===== config.mk =====
export PLATFORM = sky130hd
export DESIGN_NAME = updc_top
export DESIGN_NICKNAME = d
export VERILOG_FILES = /design/src/updc_pkg.sv /design/src/updc_top.sv
export VERILOG_INCLUDE_DIRS = /design/src
export SDC_FILE = /design/constraint.sdc
export NUM_CORES = 1
export LEC_CHECK = 0
export BUFFER_PORTS_ARGS = -buffer_cell sky130_fd_sc_hd__buf_4
export CAP_MARGIN = 20
export CORE_MARGIN = 2
export CORE_UTILIZATION = 55
export CTS_BUF_LIST = sky130_fd_sc_hd__clkbuf_8
export CTS_CLUSTER_DIAMETER = 150
export DETAILED_ROUTE_END_ITERATION = 12
export PLACE_DENSITY = 0.84
export REMOVE_ABC_BUFFERS = 1
export SLEW_MARGIN = 40
export SYNTH_ARGS = -nofsm -noshare
export SYNTH_HDL_FRONTEND = slang
export SYNTH_SLANG_ARGS = --single-unit

===== constraint.sdc =====
create_clock -name mclk_in -period 4.4 [get_ports mclk_in]
set_clock_uncertainty 0.1 [all_clocks]
set_input_delay 0.88 -clock mclk_in [delete_from_list [all_inputs] [get_ports mclk_in]]
set_output_delay 0.88 -clock mclk_in [all_outputs]
set_load 0.01 [all_outputs]

===== src/updc_cfg.svh =====
// constants for the upconverter data port control block
`ifndef UPDC_CFG_SVH
`define UPDC_CFG_SVH
`define UPDC_A_CTRL     32'h0000_0000
`define UPDC_A_STAT     32'h0000_0004
`define UPDC_A_IRQ      32'h0000_0008
`define UPDC_A_MASK     32'h0000_000C
`define UPDC_A_TW0      32'h0000_0010
`define UPDC_A_TW1      32'h0000_0014
`define UPDC_A_TW2      32'h0000_0018
`define UPDC_A_TW3      32'h0000_001C
`define UPDC_A_ACC      32'h0000_0020
`define UPDC_A_IQ       32'h0000_0024
`define UPDC_CTRL_RST   12'h000
`define UPDC_DIV_W      8
`define UPDC_DIV_RST    8'h04
`define UPDC_DIV_ONE    8'h01
`define UPDC_WORD_W     14
`define UPDC_TW_W       32
`define UPDC_EV_OVF     0
`define UPDC_EV_LOCK    1
`define UPDC_EV_UPD     2
`define UPDC_EV_PROF    3
`define UPDC_EV_W       4
`define UPDC_EV_ZERO    4'h0
`endif


===== src/updc_pkg.sv =====
// types for the upconverter data port control block
package updc_pkg;
  typedef enum logic [1:0] {
    UPDC_QUAD   = 2'b00,
    UPDC_SINGLE = 2'b01,
    UPDC_INTERP = 2'b10,
    UPDC_RSV    = 2'b11
  } updc_mode_t;
  typedef struct packed {
    logic [7:0] div;
    logic       keep_pll;
    logic       soft_pd;
    updc_mode_t mode;
  } updc_ctrl_t;
  typedef struct packed {
    logic [13:0] i_word;
    logic [13:0] q_word;
  } updc_iq_t;
endpackage


===== src/updc_top.sv =====
// data port, update strobe and control pins with an AHB-Lite register file
//
// Local design decisions: the AHB-Lite slave port and the placing of the registers.
`timescale 1ns/100ps
`include "updc_cfg.svh"
module updc_top (
  input  wire logic        mclk_in,
  input  wire logic        rstn_in,
  input  wire logic        hsel_in,
  input  wire logic [31:0] haddr_in,
  input  wire logic [1:0]  htrans_in,
  input  wire logic        hwrite_in,
  input  wire logic [2:0]  hsize_in,
  input  wire logic [31:0] hwdata_in,
  input  wire logic        hready_in,
  output logic [31:0]      hrdata_out,
  output logic             hreadyout_out,
  output logic             hresp_out,
  input  wire logic [13:0] parallel_word_bus_in,
  input  wire logic        transmit_gate_in,
  input  wire logic        word_pin_in,
  output logic             word_pin_out,
  output logic             word_pin_oe_n_out,
  input  wire logic        profile_select_high_in,
  input  wire logic        profile_select_low_in,
  input  wire logic        digital_powerdown_input_in,
  input  wire logic        hw_reset_in,
  input  wire logic        differential_clock_select_in,
  input  wire logic        pll_locked_in,
  input  wire logic        interp_overflow_in,
  output logic             pll_lock_out,
  output logic             interpolator_overflow_flag_out,
  output logic             differential_ref_out,
  output logic             pll_run_out,
  output logic             digital_run_out,
  output updc_pkg::updc_iq_t iq_out,
  output logic             iq_valid_out,
  output logic [31:0]      accum_tw_out,
  output logic             irq_out
);
  // register and datapath state
  updc_pkg::updc_ctrl_t ctrl, next_ctrl;
  logic [31:0] tw [0:3];
  logic [31:0] next_tw [0:3];
  logic [31:0] acc_tw, next_acc_tw;
  logic [3:0]  irq_st, next_irq_st, irq_mask, next_irq_mask;
  updc_pkg::updc_iq_t iq, next_iq;
  logic        iq_vld, next_iq_vld;
  logic [13:0] i_hold, next_i_hold;
  logic        want_q, next_want_q;
  logic [7:0]  div_cnt, next_div_cnt;
  logic        wclk, next_wclk;
  logic        upd_d, next_upd_d;
  logic [1:0]  prof_d, next_prof_d;
  logic        lock_d, next_lock_d;
  logic        lock_arm, next_lock_arm;
  logic        ovf_q, next_ovf_q;
  logic        wr_pend, next_wr_pend;
  logic        rd_pend, next_rd_pend;
  logic [31:0] dp_addr, next_dp_addr;
  logic [31:0] rdata, next_rdata;

  // local reset and derived conditions
  logic        clr;
  logic        pd;
  logic        single;
  logic [1:0]  prof;
  logic        wtick;
  logic        word_take;
  logic        upd_rise;
  logic        prof_chg;
  logic [3:0]  ev;
  logic        rd_irq;
  logic        a_phase;

  assign clr    = hw_reset_in;
  assign pd     = digital_powerdown_input_in | ctrl.soft_pd;
  assign single = (ctrl.mode == updc_pkg::UPDC_SINGLE);
  assign prof   = {profile_select_high_in, profile_select_low_in};
  assign wtick  = (div_cnt == `UPDC_DIV_ONE) && !single && !pd;
  // words are taken on the rising word clock edge the source times against
  assign word_take = wtick && !wclk;
  assign upd_rise  = single && word_pin_in && !upd_d && !pd;
  assign prof_chg  = (prof != prof_d);
  assign a_phase   = hsel_in && htrans_in[1] && hready_in;

  always_comb
  begin
    ev = `UPDC_EV_ZERO;
    ev[`UPDC_EV_OVF]  = interp_overflow_in;
    // no lock event in the first cycle after reset, lock_d is not yet valid
    ev[`UPDC_EV_LOCK] = lock_arm && (pll_locked_in != lock_d);
    ev[`UPDC_EV_UPD]  = upd_rise;
    ev[`UPDC_EV_PROF] = prof_chg;
  end

  // word clock divider and data assembler
  always_comb
  begin
    next_div_cnt = div_cnt;
    next_wclk    = wclk;
    next_i_hold  = i_hold;
    next_want_q  = want_q;
    next_iq      = iq;
    next_iq_vld  = 1'b0;
    if (single || pd)
    begin
      next_div_cnt = ctrl.div;
      next_wclk    = 1'b0;
    end
    else if (wtick)
    begin
      next_div_cnt = ctrl.div;
      next_wclk    = !wclk;
    end
    else
    begin
      next_div_cnt = div_cnt - `UPDC_DIV_ONE;
    end
    if (!transmit_gate_in)
    begin
      next_want_q = 1'b0;
      if (word_take)
      begin
        next_iq     = '0;
        next_iq_vld = 1'b1;
      end
    end
    else if (word_take)
    begin
      if (ctrl.mode == updc_pkg::UPDC_INTERP)
      begin
        next_iq.i_word = parallel_word_bus_in;
        next_iq.q_word = '0;
        next_iq_vld    = 1'b1;
      end
      else if (!want_q)
      begin
        next_i_hold = parallel_word_bus_in;
        next_want_q = 1'b1;
      end
      else
      begin
        // quad mode spends two word clocks per sample pair
        next_iq.i_word = i_hold;
        next_iq.q_word = parallel_word_bus_in;
        next_iq_vld    = 1'b1;
        next_want_q    = 1'b0;
      end
    end
  end

  // tuning word transfer
  always_comb
  begin
    next_upd_d    = word_pin_in;
    next_prof_d   = prof;
    next_lock_d   = pll_locked_in;
    next_lock_arm = 1'b1;
    next_ovf_q    = interp_overflow_in;
    next_acc_tw   = acc_tw;
    if (prof_chg)
      next_acc_tw = tw[prof];
    else if (upd_rise)
      next_acc_tw = tw[prof];
  end

  // bus slave: zero wait states, always OKAY
  always_comb
  begin
    next_ctrl     = ctrl;
    next_irq_mask = irq_mask;
    for (int k = 0; k < 4; k++)
      next_tw[k] = tw[k];
    next_wr_pend  = a_phase && hwrite_in;
    next_rd_pend  = a_phase && !hwrite_in;
    next_dp_addr  = a_phase ? haddr_in : dp_addr;
    next_rdata    = rdata;
    rd_irq        = rd_pend && (dp_addr == `UPDC_A_IRQ);
    if (wr_pend)
    begin
      case (dp_addr)
        `UPDC_A_CTRL: next_ctrl     = hwdata_in[11:0];
        `UPDC_A_MASK: next_irq_mask = hwdata_in[3:0];
        `UPDC_A_TW0:  next_tw[0]    = hwdata_in;
        `UPDC_A_TW1:  next_tw[1]    = hwdata_in;
        `UPDC_A_TW2:  next_tw[2]    = hwdata_in;
        `UPDC_A_TW3:  next_tw[3]    = hwdata_in;
        default:      next_ctrl     = ctrl;
      endcase
    end
    if (a_phase && !hwrite_in)
    begin
      case (haddr_in)
        `UPDC_A_CTRL: next_rdata = {20'h0_0000, ctrl};
        `UPDC_A_STAT: next_rdata = {27'h000_0000, want_q, pd,
                                    differential_clock_select_in,
                                    pll_locked_in, single};
        `UPDC_A_IRQ:  next_rdata = {28'h000_0000, irq_st};
        `UPDC_A_MASK: next_rdata = {28'h000_0000, irq_mask};
        `UPDC_A_TW0:  next_rdata = tw[0];
        `UPDC_A_TW1:  next_rdata = tw[1];
        `UPDC_A_TW2:  next_rdata = tw[2];
        `UPDC_A_TW3:  next_rdata = tw[3];
        `UPDC_A_ACC:  next_rdata = acc_tw;
        `UPDC_A_IQ:   next_rdata = {4'h0, iq};
        default:      next_rdata = 32'h0000_0000;
      endcase
    end
    // new events win over the read clear, and only the bits that the read
    // returned are cleared, so an event in the address phase is not lost
    next_irq_st = (irq_st & ~(rd_irq ? rdata[3:0] : `UPDC_EV_ZERO)) | ev;
  end

  always_ff @(posedge mclk_in or negedge rstn_in)
  begin
    if (!rstn_in)
    begin
      ctrl     <= `UPDC_CTRL_RST;
      for (int k = 0; k < 4; k++)
        tw[k]  <= 32'h0000_0000;
      acc_tw   <= 32'h0000_0000;
      irq_st   <= `UPDC_EV_ZERO;
      irq_mask <= `UPDC_EV_ZERO;
      iq       <= '0;
      iq_vld   <= 1'b0;
      i_hold   <= 14'h0000;
      want_q   <= 1'b0;
      div_cnt  <= `UPDC_DIV_RST;
      wclk     <= 1'b0;
      upd_d    <= 1'b0;
      prof_d   <= 2'h0;
      lock_d   <= 1'b0;
      lock_arm <= 1'b0;
      ovf_q    <= 1'b0;
      wr_pend  <= 1'b0;
      rd_pend  <= 1'b0;
      dp_addr  <= 32'h0000_0000;
      rdata    <= 32'h0000_0000;
    end
    else if (clr)
    begin
      // hardware reset pin acts synchronously on all block state
      ctrl     <= `UPDC_CTRL_RST;
      for (int k = 0; k < 4; k++)
        tw[k]  <= 32'h0000_0000;
      acc_tw   <= 32'h0000_0000;
      irq_st   <= `UPDC_EV_ZERO;
      irq_mask <= `UPDC_EV_ZERO;
      iq       <= '0;
      iq_vld   <= 1'b0;
      i_hold   <= 14'h0000;
      want_q   <= 1'b0;
      div_cnt  <= `UPDC_DIV_RST;
      wclk     <= 1'b0;
      upd_d    <= 1'b0;
      prof_d   <= 2'h0;
      lock_d   <= 1'b0;
      lock_arm <= 1'b0;
      ovf_q    <= 1'b0;
      wr_pend  <= 1'b0;
      rd_pend  <= 1'b0;
      dp_addr  <= 32'h0000_0000;
      rdata    <= 32'h0000_0000;
    end
    else
    begin
      ctrl     <= next_ctrl;
      for (int k = 0; k < 4; k++)
        tw[k]  <= next_tw[k];
      acc_tw   <= next_acc_tw;
      irq_st   <= next_irq_st;
      irq_mask <= next_irq_mask;
      iq       <= next_iq;
      iq_vld   <= next_iq_vld;
      i_hold   <= next_i_hold;
      want_q   <= next_want_q;
      div_cnt  <= next_div_cnt;
      wclk     <= next_wclk;
      upd_d    <= next_upd_d;
      prof_d   <= next_prof_d;
      lock_d   <= next_lock_d;
      lock_arm <= next_lock_arm;
      ovf_q    <= next_ovf_q;
      wr_pend  <= next_wr_pend;
      rd_pend  <= next_rd_pend;
      dp_addr  <= next_dp_addr;
      rdata    <= next_rdata;
    end
  end

  assign word_pin_out      = wclk;
  assign word_pin_oe_n_out = single;
  assign pll_lock_out      = pll_locked_in;
  assign interpolator_overflow_flag_out = ovf_q;
  assign differential_ref_out = differential_clock_select_in;
  assign pll_run_out       = !pd || ctrl.keep_pll;
  assign digital_run_out   = !pd;
  assign iq_out            = iq;
  assign iq_valid_out      = iq_vld;
  assign accum_tw_out      = acc_tw;
  assign irq_out           = |(irq_st & irq_mask);
  assign hrdata_out        = rdata;
  assign hreadyout_out     = 1'b1;
  assign hresp_out         = 1'b0;

  chk_gate_zero: assert property (
    @(posedge mclk_in) disable iff (!rstn_in)
    (word_take && !transmit_gate_in && !clr) |=> (iq_vld && iq == '0))
    else $error("gated word not zero");
  chk_pair_order: assert property (
    @(posedge mclk_in) disable iff (!rstn_in)
    (word_take && transmit_gate_in && !want_q && !clr &&
     ctrl.mode == updc_pkg::UPDC_QUAD) |=> (want_q && !iq_vld))
    else $error("first word not held as I");
  chk_pin_dir: assert property (
    @(posedge mclk_in) disable iff (!rstn_in)
    word_pin_oe_n_out == (ctrl.mode == updc_pkg::UPDC_SINGLE))
    else $error("shared pin direction wrong");
  chk_wclk_toggle: assert property (
    @(posedge mclk_in) disable iff (!rstn_in)
    (wtick && !clr) |=> (word_pin_out != $past(word_pin_out)))
    else $error("word clock did not toggle");
  chk_upd_load: assert property (
    @(posedge mclk_in) disable iff (!rstn_in)
    (upd_rise && !prof_chg && !clr) |=> acc_tw == $past(tw[prof]))
    else $error("update strobe did not load");
  chk_prof_load: assert property (
    @(posedge mclk_in) disable iff (!rstn_in)
    (prof_chg && !clr) |=> acc_tw == $past(tw[prof]))
    else $error("profile change did not load");
  chk_pd_stop: assert property (
    @(posedge mclk_in) disable iff (!rstn_in)
    pd |=> (!iq_vld && !wclk))
    else $error("data moved in power-down");
  chk_pll_keep: assert property (
    @(posedge mclk_in) disable iff (!rstn_in)
    (pd && !ctrl.keep_pll) |-> !pll_run_out)
    else $error("pll run wrong");
  chk_hw_reset: assert property (
    @(posedge mclk_in) disable iff (!rstn_in)
    clr |=> (acc_tw == 32'h0000_0000 && !iq_vld && !wclk))
    else $error("hardware reset left state");
  chk_interp_i: assert property (
    @(posedge mclk_in) disable iff (!rstn_in)
    (word_take && transmit_gate_in && !clr &&
     ctrl.mode == updc_pkg::UPDC_INTERP) |=>
     (iq_vld && iq.i_word == $past(parallel_word_bus_in)))
    else $error("interp word not on I");
  chk_ovf_follow: assert property (
    @(posedge mclk_in) disable iff (!rstn_in)
    (interp_overflow_in && !clr) |=> interpolator_overflow_flag_out)
    else $error("overflow not shown");
  chk_ovf_event: assert property (
    @(posedge mclk_in) disable iff (!rstn_in)
    (interp_overflow_in && !clr) |=> irq_st[`UPDC_EV_OVF])
    else $error("overflow event lost");
endmodule


==> results.toml <==
[status]
status = "finished, final reports clean"

[setup_path]
reg2regPathDepth = 7
path_delay_family = "simple AND/OR/NAND/NOR gates"
rr_endpoint = "tw[26]"
worstReg2RegStart = "dp_addr[25]"
cp_slowest_cell = "and3_2"
worstSetupEndpointType = "register"
path_class = "register to register"
critical_path_buf_inv_count = 1
worstPathArrival_ps = 3560
critical_path.startpoint_type = "register"
rrSetupSlack_ps = 1140
worstPathMaxFanout = 18
crit_required_ps = 4700
slowest_delay_ps = 670
critical_path.cell_chain = "nor4_1, nand4_1, nor3_1, and3_2, buf_4, mux2i_1, nor2_1"

[sta]
slew_headroom_pct = 45.5
rsz0062_at_grt = "no"
timing.final.crit_share_pct = 74.0
fin_crit_ps = 3260
hold_violations = 0
drv_slew = 0
finalSetupTns_ps = 0
max_freq_ghz = 0.307
tightest_slew_ps = 816
finalSetupViolations = 0

[power]
intPower_mw = 4.24
leakagePower_nw = 8.07
p_seq_share_pct = 50.5
switching_power_mw = 1.39
clkPwrFrac_pct = 42.3
peakVddDrop_mv = 0.274
p_per_area_nw_per_um2 = 325
p_sw_share_pct = 24.7
pwr-share-comb_pct = 7.1

[grt]
grt_max_degree = 115
grt_use_total_pct = 29.2
grt-ovfl-total = 0
grt_pass1_wl_mm = 64.1
antenna_found_initial = 0
grt_pass1_vias = 11475

[flow_run]
maxCapViolations = 0

[finish]
fin_util_pct = 66.5
nets = 1513
syn_to_final_growth_pct = 18.7
layout-drive-gt1-share_pct = 26.3
mostFrequentLayoutCells = "dfrtp_1, buf_4, nor2_1, mux2i_1, a22oi_1"
final_common_cell = "dfrtp_1"

[floorplan]
rows = 59
die_x_um = 167
die_h_um = 167
pin_count = 200
die_area_um2 = 27900
initial_core_util_pct = 56.0
coreArea_um2 = 26100

[routing]
drt_first_iter_violations = 1493
drt-pass1-iter-count = 9
routed_wl_mm = 41.0
drc_errors = 0
routedWlPerCell_um = 22.9
ant_nets = 0
vias = 11249
vias_per_cell = 6.29

[logic_synthesis]
yosys.cell_types.count = 52
ys_seq_elements = 305
syn_inst = 1239
ys_warn_count = 0
syn_area_um2 = 14600
yosys_most_used_dff = "dfrtp_1"
async_flop_share_pct = 100
synth_area_per_cell_um2 = 11.8
yosysSeqAreaShare_pct = 52.3
synth-edff-count = 0

[cts]
cts-htree-levels = 2
clkLatencyLatePin_ps = 570
post_cts_resized = 0
cts.sinks = 305
root_buffer = "clkbuf_8"
clk_pin_slew_ps = 60
clock_path_buffers = 3
hold_buffers = 0
cts_setup_buffers = 0
cts_buffers = 51
cts_tree = "done"

[placed_design]
gp_congestion = 0.881
post-dp-hpwl_mm = 25.9
port_buffers = 193

[hold_path]
hold_path_class = "input port to async pin"
logic make-up after synthesis:
| family | after synthesis | synth area share (%) |
|---|---|---|
| muxes | 240 | 19.3 |
| buffers and inverters | 103 | 3.28 |
| other | 2 | 0.0514 |
| AOI/OAI and AO/OA | 239 | 12.9 |
| xor gates and xnor gates | 9 | 0.540 |
| DFF | 305 | 52.3 |
| adders and majority gates | 2 | 0.171 |
| and+or+nand+nor | 339 | 11.4 |
Yosys cell counts (all sizes together) (9+ instances only):
cell      n  area [µm²]
nand2    49         186
a22oi    81         688
mux2     17         191
mux4     32         721
mux2i   191        1910
a222oi   15         150
a22o     49         429
nor2    212         796
a21oi    21         105
a21o     29         218
nor4     22         294
clkbuf   48         180
a31oi    26         163
dfrtp   304        7610
nor3      9        60.1
buf      51         284
nor2b    10        62.6
power groups by stage:
stage,sequential [mW],clock [mW],combinational [mW]
finish,2.85,2.38,0.400
global route,2.85,2.56,0.434
CTS,2.85,2.42,0.397
detailed placement,2.90,0,0.395
global placement,2.89,0,0.387
floorplan,2.89,0,0.134
worst max-delay path by stage:
stage | start | endpoint | slack, ps | cells past startpoint
6_report | dp_addr[25] | tw[26] | 1140 | 7
3_3_place_gp | haddr_in[12] | hrdata_out[8] | 1120 | 8
4_1_cts | dp_addr[25] | tw[26] | 1190 | 7
3_5_place_dp | haddr_in[12] | hrdata_out[1] | 1070 | 8
2_1_floorplan | digital_powerdown_input_in | accum_tw_out[0] | 260 | 4
5_1_grt | dp_addr[25] | tw[26] | 1070 | 7
layout make-up:
class,instances,area (µm²)
fill,1914,8720
sequential,305,7630
multi-input combinational,831,6550
timing repair buffer,221,1730
clock buffer,62,853
tap,335,419
clock inverter,30,129
inverter,4,15.0
antenna,1,2.50
flip-flops by register name, indices dropped and copies added (netlist names), 8 cells and up:
register	cells
dp_addr	32
hrdata_out	32
i_hold	14
accum_tw_out	32
iq_out	28
ctrl	12
div_cnt	8
tw	128
routing by layer:
metal	track usage [%]	wire length, µm	vias to the layer above
met5	0	0	-
met4	9.37	1080	0
met3	5.85	4170	101
met2	46.4	19400	681
met1	40.9	16300	5572
li1	-	-	4895
stage by stage:
step           setup slack, ps  power (mW)  hold WS (ps)  area [µm²]  cells
2_1_floorplan              260        3.03           366       14100   1140
5_1_grt                   1070        5.84          49.5       17300   1788
4_1_cts                   1190        5.66           257       17300   1787
3_3_place_gp              1120        3.28           363       16300   1695
3_5_place_dp              1070        3.29           367       16300   1695
6_report                  1140        5.63          54.8       17300   1789
(Power assumes the default switching activity.)
